File: src/logic/csssu_pkg.sv
// Shared constants and types for the compare, shift, subtract and store unit.
package csssu_pkg;

  // ==========================================================================
  // Widths.
  localparam int unsigned GPR_W = 64;
  localparam int unsigned WORD_W = 32;
  localparam int unsigned IMM_W = 16;
  localparam int unsigned REG_IDX_W = 5;
  localparam int unsigned SHAMT_W = 5;
  localparam int unsigned OPC_W = 6;
  localparam int unsigned PADDR_W = 36;
  localparam int unsigned LANE_W = 3;
  localparam int unsigned BE_W = 8;
  localparam int unsigned WORD_SIGN_BIT = 31;
  localparam int unsigned PADDR_LANE_BIT = 2;

  // ==========================================================================
  // Primary opcodes and function codes.
  localparam logic [5:0] OP_SPECIAL = 6'h00;
  localparam logic [5:0] OP_LT_IMM_U = 6'h0B;
  localparam logic [5:0] OP_WORD_STORE = 6'h2B;
  localparam logic [5:0] FN_LSR_FIXED = 6'h02;
  localparam logic [5:0] FN_ASR_FIXED = 6'h03;
  localparam logic [5:0] FN_LSR_VAR = 6'h06;
  localparam logic [5:0] FN_ASR_VAR = 6'h07;
  localparam logic [5:0] FN_SUB_TRAP = 6'h22;
  localparam logic [5:0] FN_SUB_WRAP = 6'h23;
  localparam logic [5:0] FN_LT_REG_U = 6'h2B;

  // ==========================================================================
  // Field values.
  localparam logic [4:0] SHAMT_ZERO = 5'h00;
  localparam logic [1:0] ALIGN_ZERO = 2'h0;
  localparam logic [7:0] WORD_BE = 8'h0F;
  localparam logic [63:0] GPR_ZERO = 64'h0;
  localparam logic [63:0] GPR_ONE = 64'h1;
  localparam logic [63:0] LOW_WORD_MASK = 64'h0000_0000_FFFF_FFFF;

  // ==========================================================================
  // Exception causes reported with a finished instruction.
  typedef enum logic [2:0] {
    EXC_NONE = 3'b000,
    EXC_INT_OVERFLOW = 3'b001,
    EXC_ADDR_ERROR = 3'b010,
    EXC_TLB_REFILL = 3'b011,
    EXC_TLB_INVALID = 3'b100,
    EXC_TLB_MODIFIED = 3'b101
  } csssu_exc_t;

  // ==========================================================================
  // Registered state of the unit, all but the effective address held in eff_vaddr_r.
  typedef struct packed {
    logic done;
    logic wb_en;
    logic [4:0] wb_idx;
    logic [63:0] wb_data;
    logic exc_valid;
    csssu_exc_t exc_code;
    logic [63:0] exc_vaddr;
    logic st_valid;
    logic [35:0] st_paddr;
    logic [63:0] st_data;
    logic [7:0] st_be;
  } csssu_state_t;

  localparam csssu_state_t STATE_RESET = '{
    done: 1'b0,
    wb_en: 1'b0,
    wb_idx: 5'h00,
    wb_data: 64'h0,
    exc_valid: 1'b0,
    exc_code: EXC_NONE,
    exc_vaddr: 64'h0,
    st_valid: 1'b0,
    st_paddr: 36'h0,
    st_data: 64'h0,
    st_be: 8'h00
  };

endpackage

File: src/logic/csssu_top.sv
// Compare, shift, subtract and word store execution datapath.
// Contract
// - Immediate unsigned less-than: sign-extend imm16, compare unsigned, write 1 or 0.
// - Register unsigned less-than (function 101011, shift field zero) writes 1 or 0.
// - Neither unsigned comparison ever raises integer overflow.
// - Fixed arithmetic right shift of low word, filling with bit 31.
// - Variable shifts take count from source A bits 4..0.
// - Logical right shifts fill vacated upper bits with zeros.
// - On 64-bit cores shift results are sign-extended from bit 31.
// - Trapping subtract: on signed overflow no write, overflow exception raised.
// - Wrapping subtract writes modulo difference, never signals overflow.
// - Word store address is base plus sign-extended offset; stores low word.
// - Misaligned word store raises address error and writes no memory.
// - 64-bit lane from address xor big-endian; address bit 2 xor swap flag.
// - Word store reports translation refill, invalid and modified faults.
`timescale 1ns/1ps

module csssu_top #(
  parameter bit CORE_IS_64 = 1'b1
) (
  input wire logic clk,
  input wire logic reset,
  input wire logic issue_valid,
  input wire logic [5:0] opcode,
  input wire logic [5:0] funct,
  input wire logic [4:0] shift_amount_field,
  input wire logic [4:0] dest_idx,
  input wire logic [4:0] source_b_idx,
  input wire logic [15:0] imm,
  input wire logic [63:0] source_a_reg,
  input wire logic [63:0] source_b_reg,
  input wire logic [35:0] xlat_paddr,
  input wire logic xlat_tlb_refill,
  input wire logic xlat_tlb_invalid,
  input wire logic xlat_tlb_modified,
  input wire logic big_endian_core_flag,
  input wire logic swap_byte_order_flag,
  output logic done,
  output logic wb_en,
  output logic [4:0] wb_idx,
  output logic [63:0] wb_data,
  output logic exc_valid,
  output csssu_pkg::csssu_exc_t exc_code,
  output logic [63:0] exc_vaddr,
  output logic st_valid,
  output logic [35:0] st_paddr,
  output logic [63:0] st_data,
  output logic [7:0] st_be,
  output logic [63:0] eff_vaddr
);
  import csssu_pkg::*;

  csssu_state_t state_r;
  csssu_state_t state_nxt;
  logic [63:0] eff_vaddr_r;
  logic [63:0] eff_vaddr_nxt;

  logic [63:0] width_mask;
  logic [63:0] imm_sext;
  logic [63:0] cmp_a;
  logic [63:0] cmp_b_reg;
  logic [63:0] cmp_b_imm;
  logic lt_reg;
  logic lt_imm;
  logic [31:0] diff_word;
  logic sub_overflow;
  logic [63:0] diff_wide;
  logic shift_arith;
  logic [4:0] shift_count;
  logic [63:0] shift_result;
  logic [63:0] vaddr;
  logic misaligned;
  logic [2:0] lane;
  logic [5:0] lane_bits;
  logic [63:0] store_word;
  logic is_shift;
  logic is_special;
  logic store_fault;
  csssu_exc_t store_exc;
  logic [35:0] store_paddr;
  logic [63:0] store_data;
  logic [7:0] store_be;

  // ==========================================================================
  // Operand width masking.
  always_comb begin
    width_mask = CORE_IS_64 ? ~GPR_ZERO : LOW_WORD_MASK;
    cmp_a = source_a_reg & width_mask;
    cmp_b_reg = source_b_reg & width_mask;
  end

  // ==========================================================================
  // Immediate sign extension.
  always_comb begin
    imm_sext = {{48{imm[15]}}, imm} & width_mask;
    cmp_b_imm = imm_sext;
  end

  // ==========================================================================
  // Unsigned comparisons, which never trap.
  always_comb begin
    lt_reg = cmp_a < cmp_b_reg;
    lt_imm = cmp_a < cmp_b_imm;
  end

  // ==========================================================================
  // Word subtraction and signed overflow detection.
  always_comb begin
    diff_word = source_a_reg[31:0] - source_b_reg[31:0];
    sub_overflow = (source_a_reg[WORD_SIGN_BIT] != source_b_reg[WORD_SIGN_BIT])
      && (diff_word[WORD_SIGN_BIT] != source_a_reg[WORD_SIGN_BIT]);
  end

  // ==========================================================================
  // Widening of the subtraction result.
  always_comb begin
    if (CORE_IS_64) begin
      diff_wide = {{32{diff_word[WORD_SIGN_BIT]}}, diff_word};
    end else begin
      diff_wide = {32'h0, diff_word};
    end
  end

  // ==========================================================================
  // Instruction class decode.
  always_comb begin
    is_special = opcode == OP_SPECIAL;
    is_shift = is_special && (funct == FN_LSR_FIXED
      || funct == FN_ASR_FIXED || funct == FN_LSR_VAR
      || funct == FN_ASR_VAR);
  end

  // ==========================================================================
  // Shift control.
  always_comb begin
    shift_arith = funct == FN_ASR_FIXED || funct == FN_ASR_VAR;
    if (funct == FN_LSR_VAR || funct == FN_ASR_VAR) begin
      shift_count = source_a_reg[4:0];
    end else begin
      shift_count = shift_amount_field;
    end
  end

  csssu_word_shift u_shift (
    .word_in(source_b_reg[31:0]),
    .amount(shift_count),
    .arith(shift_arith),
    .core_is_64(CORE_IS_64),
    .result(shift_result)
  );

  // ==========================================================================
  // Word store address and alignment.
  always_comb begin
    vaddr = (source_a_reg + imm_sext) & width_mask;
    misaligned = vaddr[1:0] != ALIGN_ZERO;
  end

  // ==========================================================================
  // Byte lane placement and physical address.
  always_comb begin
    if (CORE_IS_64) begin
      lane = vaddr[2:0] ^ {big_endian_core_flag, 2'b00};
    end else begin
      lane = 3'h0;
    end
    lane_bits = {lane, 3'b000};
    store_word = {32'h0, source_b_reg[31:0]};
    store_paddr = xlat_paddr;
    if (CORE_IS_64) begin
      store_paddr[PADDR_LANE_BIT] =
        xlat_paddr[PADDR_LANE_BIT] ^ swap_byte_order_flag;
    end
    store_data = store_word << lane_bits;
    store_be = WORD_BE << lane;
  end

  // ==========================================================================
  // Word store fault priority.
  always_comb begin
    store_fault = 1'b1;
    store_exc = EXC_NONE;
    if (misaligned) begin
      store_exc = EXC_ADDR_ERROR;
    end else if (xlat_tlb_refill) begin
      store_exc = EXC_TLB_REFILL;
    end else if (xlat_tlb_invalid) begin
      store_exc = EXC_TLB_INVALID;
    end else if (xlat_tlb_modified) begin
      store_exc = EXC_TLB_MODIFIED;
    end else begin
      store_fault = 1'b0;
    end
  end

  // ==========================================================================
  // Next state.
  always_comb begin
    state_nxt = STATE_RESET;
    eff_vaddr_nxt = eff_vaddr_r;
    if (issue_valid) begin
      case (opcode)
        OP_LT_IMM_U: begin
          state_nxt.done = 1'b1;
          state_nxt.wb_en = 1'b1;
          state_nxt.wb_idx = source_b_idx;
          state_nxt.wb_data = lt_imm ? GPR_ONE : GPR_ZERO;
        end
        OP_WORD_STORE: begin
          state_nxt.done = 1'b1;
          eff_vaddr_nxt = vaddr;
          if (store_fault) begin
            state_nxt.exc_valid = 1'b1;
            state_nxt.exc_code = store_exc;
            state_nxt.exc_vaddr = vaddr;
          end else begin
            state_nxt.st_valid = 1'b1;
            state_nxt.st_paddr = store_paddr;
            state_nxt.st_data = store_data;
            state_nxt.st_be = store_be;
          end
        end
        OP_SPECIAL: begin
          case (funct)
            FN_LT_REG_U: begin
              if (shift_amount_field == SHAMT_ZERO) begin
                state_nxt.done = 1'b1;
                state_nxt.wb_en = 1'b1;
                state_nxt.wb_idx = dest_idx;
                state_nxt.wb_data = lt_reg ? GPR_ONE : GPR_ZERO;
              end
            end
            FN_SUB_TRAP: begin
              state_nxt.done = 1'b1;
              if (sub_overflow) begin
                state_nxt.exc_valid = 1'b1;
                state_nxt.exc_code = EXC_INT_OVERFLOW;
              end else begin
                state_nxt.wb_en = 1'b1;
                state_nxt.wb_idx = dest_idx;
                state_nxt.wb_data = diff_wide;
              end
            end
            FN_SUB_WRAP: begin
              state_nxt.done = 1'b1;
              state_nxt.wb_en = 1'b1;
              state_nxt.wb_idx = dest_idx;
              state_nxt.wb_data = diff_wide;
            end
            default: begin
              if (is_shift) begin
                state_nxt.done = 1'b1;
                state_nxt.wb_en = 1'b1;
                state_nxt.wb_idx = dest_idx;
                state_nxt.wb_data = shift_result;
              end
            end
          endcase
        end
        default: begin
          state_nxt = STATE_RESET;
        end
      endcase
      if (state_nxt.exc_valid) begin
        state_nxt.wb_en = 1'b0;
        state_nxt.wb_data = GPR_ZERO;
      end
    end
  end

  // ==========================================================================
  // State registers.
  always_ff @(posedge clk or posedge reset) begin
    if (reset) begin
      state_r <= STATE_RESET;
      eff_vaddr_r <= GPR_ZERO;
    end else begin
      state_r <= state_nxt;
      eff_vaddr_r <= eff_vaddr_nxt;
    end
  end

  // ==========================================================================
  // Outputs.
  always_comb begin
    done = state_r.done;
    wb_en = state_r.wb_en;
    wb_idx = state_r.wb_idx;
    wb_data = state_r.wb_data;
    exc_valid = state_r.exc_valid;
    exc_code = state_r.exc_code;
    exc_vaddr = state_r.exc_vaddr;
    st_valid = state_r.st_valid;
    st_paddr = state_r.st_paddr;
    st_data = state_r.st_data;
    st_be = state_r.st_be;
    eff_vaddr = eff_vaddr_r;
  end

endmodule

File: src/logic/csssu_word_shift.sv
// Right shifter for the low word of a register with word sign extension.
`timescale 1ns/1ps

module csssu_word_shift (
  input wire logic [31:0] word_in,
  input wire logic [4:0] amount,
  input wire logic arith,
  input wire logic core_is_64,
  output logic [63:0] result
);
  import csssu_pkg::*;

  logic fill;
  logic [63:0] wide;
  logic [31:0] shifted;

  // ==========================================================================
  // Shift with zero or sign fill, then widen from bit 31.
  always_comb begin
    fill = arith & word_in[WORD_SIGN_BIT];
    wide = {{32{fill}}, word_in} >> amount;
    shifted = wide[31:0];
    if (core_is_64) begin
      result = {{32{shifted[WORD_SIGN_BIT]}}, shifted};
    end else begin
      result = {32'h0, shifted};
    end
  end

endmodule

File: config.mk
export PLATFORM = sky130hd
export DESIGN_NAME = csssu_top
export DESIGN_NICKNAME = d
export VERILOG_FILES = /design/src/logic/csssu_pkg.sv /design/src/logic/csssu_top.sv /design/src/logic/csssu_word_shift.sv
export SDC_FILE = /design/constraint.sdc
export NUM_CORES = 1
export LEC_CHECK = 0
export ABC_AREA = 0
export BUFFER_PORTS_ARGS = -buffer_cell sky130_fd_sc_hd__buf_2
export CAP_MARGIN = 25
export CORE_ASPECT_RATIO = 0.9
export CORE_MARGIN = 2
export CORE_UTILIZATION = 45
export CTS_CLUSTER_SIZE = 24
export DETAILED_ROUTE_END_ITERATION = 10
export PLACE_DENSITY = 0.65
export SYNTH_ARGS = -nofsm -noshare
export SYNTH_HDL_FRONTEND = slang
export SYNTH_HIERARCHICAL = 1
export SYNTH_SLANG_ARGS = --single-unit
File: constraint.sdc
create_clock -name clk -period 23.8 [get_ports clk]
set_clock_uncertainty 0.15 [all_clocks]
set_input_delay 1.19 -clock clk [delete_from_list [all_inputs] [get_ports clk]]
set_output_delay 1.19 -clock clk [all_outputs]
set_load 0.05 [all_outputs]
-- Word-level counts from Yosys, hierarchy flattened
Index checks and enable logic that the tools add are counted.
- add/subtract/negate cells: 2
- $mul: 0
- divide/modulo/power cells: 0
- magnitude comparators: 2
- eq/ne operators: 11
- shift operators: 3
- mux-type cells: 27
- bitwise gates (word level): 3
- reductions and logical operators: 12
- operators by type and width (kind ; count):
    248-bit 2-to-1 mux ; 1
    71-bit one-hot mux with 3 select lines ; 1
    173-bit 2-to-1 mux ; 1
    71-bit 2-to-1 mux ; 2
    70-bit one-hot mux with 2 select lines ; 1
    64-bit < comparator ; 2
    109-bit 2-to-1 mux ; 1
    70-bit 2-to-1 mux ; 1
    68-bit 2-to-1 mux ; 1
    64-bit adder ; 1
    64-bit 2-to-1 mux ; 1
    32-bit by 6-bit << shifter with 64-bit output ; 1
    64-bit by 5-bit right shift with 32-bit output ; 1
    32-bit subtractor ; 1
    6-bit == test, second input constant ; 4
    6-bit by 2-bit == test with 1-bit output, second input constant ; 2
    6-bit by 3-bit == test with 1-bit output, second input constant ; 2
    3-bit 2-to-1 mux ; 4
    4-bit 2-to-1 mux ; 3
    4-bit one-hot mux with 2 select lines ; 1
    4-bit by 3-bit << shifter with 8-bit output, first input constant ; 1
    1-bit 2-to-1 mux ; 7
    6-bit by 4-bit == test with 1-bit output, second input constant ; 1
    6-bit logical NOT ; 1
    12 further kinds ; 18
- flip-flop bits (word level): 312
- latch bits: 0
- memory bits (writable): 0
- bits in read-only memories: 0
- bits of input ports: 215
- output and inout port bits: 312
- logic and storage cells: 72
- memories kept: 0

-- Logic depth before layout (Yosys ltp)
Gate-level depths: netlist of the first run.
- depth after elaboration: 10
- mapped depth: 14
- depth with buffers taken out: 14

-- Hierarchy
The synthesis of the first run kept the hierarchy.
- modules (own cells, without submodules) (module ; times used ; cells each ; area an instance (um^2) ; sequential area each (um^2)):
    csssu_top ; 1 ; 2041 ; 18800.5 ; 7807.5
    csssu_word_shift ; 1 ; 269 ; 2497.4 ; 0.0

-- Worst setup path before layout of the first run
OpenSTA, ideal clock, no wires.
- path kind: in2reg
- start point: input port imm[15]
- end point: register eff_vaddr_r[40], in the netlist eff_vaddr[40]
- setup time: 0.130 ns
- arrival: 4.422 ns
- required time: 23.520 ns
- setup slack: 19.098 ns
- cell stages on the path: 13
- path buffers: 1
- path through: inv_1 ha_1 buf_2 nor4_2 and4_1 nand2_1 a2111oi_2 or3_1 a21oi_1 o21bai_1 a31oi_1 xnor2_1 o21ai_1
- cells in the longest elaborated chain, start to end: 1
- RTL lines (what ; line ; source):
    start: declaration ; csssu_top.sv:29 ; input wire logic [15:0] imm,
    64-bit adder ; csssu_top.sv:155 ; vaddr = (source_a_reg + imm_sext) & width_mask;
    end signal: assignment ; csssu_top.sv:279 ; eff_vaddr_r <= eff_vaddr_nxt;
    end: declaration ; csssu_top.sv:55 ; logic [63:0] eff_vaddr_r;
No other way between the ends.
A chain may end at the register's enable or synchronous reset.

-- Final worst setup path of the first run
- start point: input port imm[15]
- end point: register eff_vaddr_r[56], in the netlist eff_vaddr[56]
The elaborated chain is that of the path after synthesis.

==> results by stage, run 1 <==
STA:
- Setup violations remaining at the end of the flow were counted as 0.
- Headroom to the max-slew limit came out at 32.7%.
- The maximum operating frequency is 0.184 GHz.
- For the pin with the worst max-slew slack, the measured transition is 1.01 ns.
- In the finished design, the share of the clock period the worst path needs comes to 22.9%.
- The sum of negative setup slack is 0 ns.
- The worst hold slack is 0.322 ns.
- Setup repair after global routing left no endpoint under its margin.
- The number of hold violations in the final report came to 0.
- The clock period minus final worst setup slack is 5.45 ns.
- The least setup slack across all paths after layout is 18.35 ns.
- The final number of max-transition violations is 0.

Routing:
- Dividing the detail-routed wire length by the instance count gives 23.3 microns.
- In this run, the number of DRC markers left after iteration 0 of detailed routing was 1707.
- The routed design has 79.2 mm of wire.
- The first TritonRoute pass finished after 10 iterations.
- The antenna violation net count after detailed routing is 0.
- For this block, the via count after detailed routing is 19800.
- The DRC violation count after routing is 0.
- Using the TritonRoute via totals, the vias-per-cell ratio works out to 5.83.

Setup path:
- The largest single stage delay on the critical path is 0.70 ns.
- In this run the critical register-to-register path is captured at eff_vaddr[58].
- The biggest fanout along the worst timing path is 49.
- Setup slack on the worst reg-to-reg path comes out at 22.85 ns.
- The slowest stage of the critical path is the clkinv_1 cell.
- The depth of the most critical reg-to-reg path is 1.
- The capture point of the critical path is eff_vaddr[56].
- The most critical setup path has its startpoint at imm[15].
- The startpoint identified for the worst register-to-register timing path is eff_vaddr[58].
- Walking the worst path, the cells encountered are buf_2 -> buf_4 -> clkinv_1 -> buf_4 -> ha_1 -> nor2_1 -> nand2_1 -> or4_1 -> o221ai_1 -> o21a_1 -> o21a_1 -> a31oi_1 -> xnor2_1 -> o21ai_1.
- The critical path arrival is 5.71 ns.
- The critical path endpoint category is a register.
- The critical path in this run is classified as primary input to register.
- STA puts the critical path data required time at 24.06 ns.
- The worst setup path is launched from a primary input.

Pwr:
- The power density over the cells is 63.5 mW/mm^2.
- The net switching power figure is 0.573 mW.
- The fraction of power consumed by combinational cells is 29.5%.
- The peak supply drop is 0.0492 mV.
- The design draws 1.61 mW.
- Internal power comes to 1.04 mW.
- The standby leakage power is 13.4 nW.
- Of the total power, the share spent switching nets is 35.5%.
- The clock network burns 35.7% of the power.
- Registers are responsible for 34.8% of the overall power.

Floorplanning:
- The x dimension of the die is 233 microns.
- The area of the core is 0.0466 sq mm.
- The height of the die is 210 microns.
- For this configuration, the core starts out at a cell density of 45.7%.
- 527 I/O pins were placed.
- The die covers 0.0491 sq mm.
- In this run the core area contains 75 standard-cell rows.

Logic synthesis:
- The post-synthesis area per instance is 9.22 sq um.
- Counting flops with a built-in enable in the synthesized netlist gives 0.
- After synthesis the cells add up to 0.0213 sq mm.
- The number of distinct library cell variants in the gate-level netlist after synthesis is 92.
- The share of the synthesized area in the top cell type is 36.7%.
- Synthesis produced 2310 cells.
- Counting every net in the synthesized netlist gives 2719.
- The synthesized design contains 312 register bits.
- The most used flip-flop cell after synthesis is dfrtp_1.
- The synthesized design spends more area on one cell type than any other, namely dfrtp_1.
- By area the synthesized netlist is led by dfrtp_1, ha_1, nor2_1, mux4_2, a21oi_1.
- The portion of the post-synthesis area used by sequential elements is 36.7%.
- For this run, the number of Yosys warnings is 6.
- In the synthesized netlist the async set-or-reset flop fraction comes to 100%.

CTS:
- The CTS clock-pin slew for the worst setup and hold paths is 0.06 ns.
- The H-tree depth reported by CTS is 2.
- In this run, CTS created clock tree buffers numbering 35.
- TritonCTS built the clock tree.
- The number of buffers inserted by post-CTS setup repair is 0.
- In this run the clock root is driven by a clkbuf_16.
- The number of buffers on the longest clock path is 3.
- The number of gates resized after CTS was 0.
- The number of sinks on the clock net is 312.
- At the later pin of the worst-skew pair, clock insertion delay measures 0.55 ns.
- After clock tree synthesis, the flow added hold-fix buffers numbering 0.

Layout:
- The layout cell share with drive strength beyond 1 is 25.9%.
- Measured on the finished design, the core utilization comes to 54.5%.
- The final layout contains 3149 nets.
- The area added between synthesis and finish is 19.3%.

GRT:
- The total overflow reported by the global router is 0.
- The first global-routing pass estimated 116 mm of wire.
- The number of antenna violations at the first check in global routing is 19.
- The number of global-route vias before repair was 19000.
- The largest net degree at the start of global routing is 93.
- In the global route stage, overall resource usage came out at 31.2%.

Min path:
- The type of the tightest min-delay check is register to register.

Outcome:
- The flow ran to the end, and the final reports show no timing, DRC or antenna violations.

Placed design:
- Before CTS, the worst setup slack after placement is 17.88 ns.
- At the end of routability-driven placement, the weighted congestion stood at 1.03.
- The count of buffers added on input and output ports is 526.
- The HPWL after detailed placement is 62.3 mm.

Flow run:
- The number of max-cap violations is 0.
[critical path: cells and delay by family]
family                     cells  cell delay (ns)
adders and majority gates      1             0.47
and+or+nand+nor                3             1.03
AOI/OAI and AO/OA              5             0.91
buffers and inverters          4             1.78
xor gates and xnor gates       1             0.25
[layer usage]
metal	vias to the layer above	part of all wire, %	track usage (%)
met5	-	0.019	0
met4	4	4.0	12.8
met3	177	8.1	5.83
met2	945	46	49.2
met1	9620	42	42.2
li1	9055	-	-
[Yosys cell counts (all sizes together) (32+ instances only)]
library cell and n:
buf 77, mux2i 34, mux4 41, and2 47, a21oi 155, a31oi 32
o21ai 142, nor2 285, xnor2 68, a21o 38, clkbuf 75, ha 192
inv 159, nand2 146, o21a 46, a22oi 33, dfrtp 312
[worst min path at each step]
stage	from	to	depth (start not counted)
2_1_floorplan	eff_vaddr[61]	eff_vaddr[61]	2
3_3_place_gp	eff_vaddr[8]	eff_vaddr[8]	2
3_5_place_dp	eff_vaddr[62]	eff_vaddr[62]	2
4_1_cts	eff_vaddr[1]	eff_vaddr[1]	1
5_1_grt	eff_vaddr[0]	eff_vaddr[0]	1
6_report	eff_vaddr[0]	eff_vaddr[0]	1
[logic make-up after synthesis]
group | Yosys count | synth area share, %
other cells | 1 | 0.0176
compound gates | 636 | 19.9
mux | 94 | 7.03
fa+ha+maj | 194 | 11.5
simple gates | 673 | 14.8
xor+xnor | 88 | 3.62
buf+inv | 312 | 6.49
flops | 312 | 36.7
[registers in the layout, summed over array words and instances (netlist names)]
signal / cells
done: 1
eff_vaddr: 64
exc_code: 3
exc_vaddr: 64
exc_valid: 1
st_be: 8
st_data: 64
st_paddr: 36
st_valid: 1
wb_data: 64
wb_en: 1
wb_idx: 5
[placed cells by master (no fill, tap or decap), drive strengths merged, types with 22 or more instances in the layout]
master	instances
buf	545
dfrtp	312
nor2	285
ha	192
inv	160
a21oi	155
nand2	146
o21ai	142
xnor2	68
and2	47
o21a	46
clkbuf	43
mux4	41
a21o	38
mux2i	34
a22oi	33
a31oi	32
nor3	31
nand4	29
nor4	25
o21bai	24
o31ai	24
nor2b	24
nand3	22
[power groups by stage]
| stage | clock network [mW] | logic [mW] | registers (mW) |
|---|---|---|---|
| after floorplan | 0 | 0.252 | 0.641 |
| after global placement | 0 | 0.463 | 0.571 |
| final | 0.576 | 0.475 | 0.562 |
| after global routing | 0.606 | 0.511 | 0.564 |
| after detailed placement | 0 | 0.466 | 0.572 |
| after CTS | 0.585 | 0.469 | 0.562 |
[per-stage QoR]
step	std cells	area, sq um
global route	3395	25400
finish	3398	25400
floorplan	2310	21300
global placement	3316	24100
CTS	3381	25300
detailed placement	3318	24100
[final cells by class]
cell class / instances / area, sq um
Tap cell: 616 / 771
Inverter: 160 / 608
Timing Repair Buffer: 545 / 2820
Fill cell: 4328 / 21200
Antenna cell: 16 / 40.0
Clock inverter: 20 / 253
Sequential cell: 312 / 7810
Multi-Input combinational cell: 1686 / 12100
Clock buffer: 43 / 976
Note: power is estimated with default switching activity, not from simulation.
==> run 2, diff against run 1 <==
--- a/config.mk
+++ b/config.mk
@@ -13,7 +13,7 @@
 export CORE_UTILIZATION = 45
 export CTS_CLUSTER_SIZE = 24
 export DETAILED_ROUTE_END_ITERATION = 10
-export PLACE_DENSITY = 0.65
+export PLACE_DENSITY = 0.68
 export SYNTH_ARGS = -nofsm -noshare
 export SYNTH_HDL_FRONTEND = slang
 export SYNTH_HIERARCHICAL = 1
==> constraint.sdc (replaced) <==
create_clock -name clk -period 4.52 [get_ports clk]
set_clock_uncertainty 0.15 [all_clocks]
set_input_delay 0.226 -clock clk [delete_from_list [all_inputs] [get_ports clk]]
set_output_delay 0.226 -clock clk [all_outputs]
set_load 0.05 [all_outputs]
==> run 2 against run 1 <==
Compared with the run above: core utilization increased by 1.7 points; largest cell class unchanged; sequential share of layout area decreased by 0.91 points; critical path type unchanged; wire length increased by 2.4%; clock power increased to 5.2 times the previous value; combinational power increased to 5.4 times the previous value.
==> results by stage, run 2 (synthesis gave the netlist of run 1 again) <==
Routing:
- The DRC violation count after routing is 0 (unchanged).
- The antenna violation net count after detailed routing is 0 (unchanged).
- The iteration-0 DRC count of the detailed router was 1876 (was 1707).
- The mean number of vias per cell is 5.81 (was 5.83).
- The number of vias in the routed layout is 20200 (was 19800).
- The first-pass iteration count of the detailed router is 7 (was 10).
- The final routed wire length divided by cell count was 23.4 microns (was 23.3 microns).
- The wire length after detailed routing is 81.1 mm (was 79.2 mm).

Floorplanning:
- The number of cell rows is 75 (unchanged).
- The area of the die came to 0.0491 sq mm (unchanged).
- The number of placed I/O pins came to 527 (unchanged).
- The height of the die is 210 microns (unchanged).
- The initial core utilization is 45.7% (unchanged).
- The x dimension of the die is 233 microns (unchanged).
- The area of the core is 0.0466 sq mm (unchanged).

STA:
- The slew of the pin with the lowest slew margin is 0.933 ns (was 1.01 ns).
- The total setup violations reported at the end of the flow is 0 (unchanged).
- The number of hold violations in the final report came to 0 (unchanged).
- The final number of max-transition violations came to 0 (unchanged).
- The remaining max-slew budget at the tightest pin is 37.2% (was 32.7%).
- Unrepaired setup endpoints after global routing: no (unchanged).
- The maximum operating frequency is 0.240 GHz.
- The clock period minus final worst setup slack is 4.17 ns.
- The final period utilization is 92.2%.

Setup path:
- Among the stages of the critical path, the cell type that occurs most often is dlygate4sd3_1.
- The critical path class was primary input to register (unchanged).
- The slowest library cell on the worst path is dlygate4sd3_1 (was clkinv_1).
- The biggest fanout along the worst timing path is 7 (was 49).
- The register-to-register setup slack is 3.60 ns (was 22.85 ns).
- The worst path required time is 4.79 ns (was 24.06 ns).
- The critical path endpoint category is a register (unchanged).
- The critical path arrival is 4.44 ns (was 5.71 ns).
- The peak per-stage delay on the critical path is 0.59 ns (was 0.70 ns).
- Series of cell instances along the critical path: dlygate4sd3_1 -> buf_2 -> inv_1 -> ha_1 -> a21oi_1 -> nand2_1 -> o21ai_1 -> a31oi_2 -> a21oi_2 -> mux2_4 -> nor2_4 -> or3_1 -> and3_1 -> a22o_1 -> dlygate4sd3_1 (was buf_2 -> buf_4 -> clkinv_1 -> buf_4 -> ha_1 -> nor2_1 -> nand2_1 -> or4_1 -> o221ai_1 -> o21a_1 -> o21a_1 -> a31oi_1 -> xnor2_1 -> o21ai_1).
- The startpoint kind of the worst setup timing path is a primary input (unchanged).

GRT:
- The number of antenna violations at the first check in global routing is 15 (was 19).
- The total overflow reported by the global router is 0 (unchanged).
- The total global routing track utilization is 31.8% (was 31.2%).
- The number of global-route vias before repair is 19200 (was 19000).
- The largest net degree at the start of global routing is 136 (was 93).
- The first-pass GRT wire length is 118 mm (was 116 mm).

Layout:
- The most frequent standard cell in the layout excluding fill and tap cells is buf_2 (unchanged).
- The final cell count without fillers came to 3473 (was 3398).
- The number of filler cells placed in the layout is 4207 (was 4328).
- The layout cell share with drive strength beyond 1 came to 25.5% (was 25.9%).
- The cell area after layout is 0.0262 sq mm (was 0.0254 sq mm).
- The area added between synthesis and finish is 22.9% (was 19.3%).
- The net total in the final layout is 3234 (was 3149).
- Most frequent cells in the layout: buf_2, dfrtp_1, nor2_1 (unchanged).

Pwr:
- The total power came to 8.55 mW (was 1.61 mW).
- The peak supply drop is 0.274 mV (was 0.0492 mV).
- The standby leakage power was 13.7 nW (was 13.4 nW).
- The power density over the cells is 326 mW/mm^2 (was 63.5 mW/mm^2).

Min path:
- The type of the tightest min-delay check is primary input to register (was register to register).

Placed design:
- The HPWL after detailed placement is 63.3 mm (was 62.3 mm).
- The number of placed cells counting well taps came to 3335 (was 3318).
- The placement-stage cell area was 0.0243 sq mm (was 0.0241 sq mm).
- The number of input and output port buffers inserted is 526 (unchanged).
- The routability congestion estimate from global placement is 1.03 (about the same).

CTS:
- The later-pin clock latency in the skew report was 0.54 ns (was 0.55 ns).
- The number of clock buffers inserted by TritonCTS came to 35 (unchanged).
- The number of buffers on the longest clock path came to 3 (unchanged).
- The count of cells resized by post-cts repair is 0 (unchanged).
- The clock tree from TritonCTS was built (unchanged).
- The root buffer selected by CTS is clkbuf_16 (unchanged).
- The number of sinks on the clock net is 312 (unchanged).
- The H-tree depth reported by CTS came to 2 (unchanged).
- The CTS clock-pin slew for the worst setup and hold paths is 0.06 ns (about the same).

Outcome:
- Outcome: completed (unchanged).

Flow run:
- The number of max-cap violations is 0 (unchanged).
run 2: worst max-delay path, delay by kind of cell:
kind / cells / cell delay, ns
AO/OA/AOI/OAI: 5 / 1.31
adder cells (fa/ha/maj): 1 / 0.36
buffers and inverters: 4 / 1.48
multiplexers: 1 / 0.23
AND/OR/NAND/NOR: 4 / 0.83
run 2: metrics by stage:
step / hold WS [ns] / setup slack (ns) / util (%) / TNS (ns)
floorplan: 0.149 / -0.0109 / - / -3.40
global placement: 0.200 / 0.435 / 52.0 / 0
detailed placement: 0.206 / 0.344 / 52.0 / 0
CTS: 0.0120 / 0.404 / 56.0 / 0
global route: 0.0733 / 0.170 / 56.1 / 0
finish: 0.0413 / 0.351 / 56.1 / 0
run 2: final cells by class:
cell class                      count  area (sq um)  share of cell area, %
Multi-Input combinational cell   1686         12100                   46.3
Tap cell                          616           771                   2.94
Clock inverter                     13           215                  0.822
Timing Repair Buffer              630          3650                   13.9
Antenna cell                       11          27.5                  0.105
Sequential cell                   312          7810                   29.8
Inverter                          160           604                   2.31
Clock buffer                       45           973                   3.72
run 2: report_power, final:
part	switching, mW	internal (mW)	leakage, nW	total [mW]
clock	1.20	1.81	0.584	3.01
sequential	0.0635	2.90	4.32	2.96
combinational	1.73	0.844	8.81	2.57
total	2.99	5.55	13.7	8.55
run 2: worst paths after layout:
path	from	end	cells past startpoint
max	source_b_reg[4]	wb_idx[3]	15
min	source_a_reg[63]	wb_data[0]	5
max reg2reg	eff_vaddr[58]	eff_vaddr[58]	1
min reg2reg	eff_vaddr[0]	eff_vaddr[0]	1
max in group asynchronous	reset	st_data[10]	4
min in group asynchronous	reset	eff_vaddr[57]	3
run 2: repair_timing:
| item | in CTS | in global routing |
|---|---|---|
| endpoints found under the hold margin | 102 | 0 |
| buffers inserted | 0 | 0 |
| hold buffers | 68 | 0 |
| setup endpoints to repair | 0 | 0 |
run 2: routing by layer:
layer / routed length, microns / up-vias / track usage (%)
li1: - / 9202 / -
met1: 34100 / 9891 / 42.9
met2: 37900 / 912 / 50.6
met3: 6250 / 160 / 6.20
met4: 2790 / 6 / 12.2
met5: 46 / - / 0
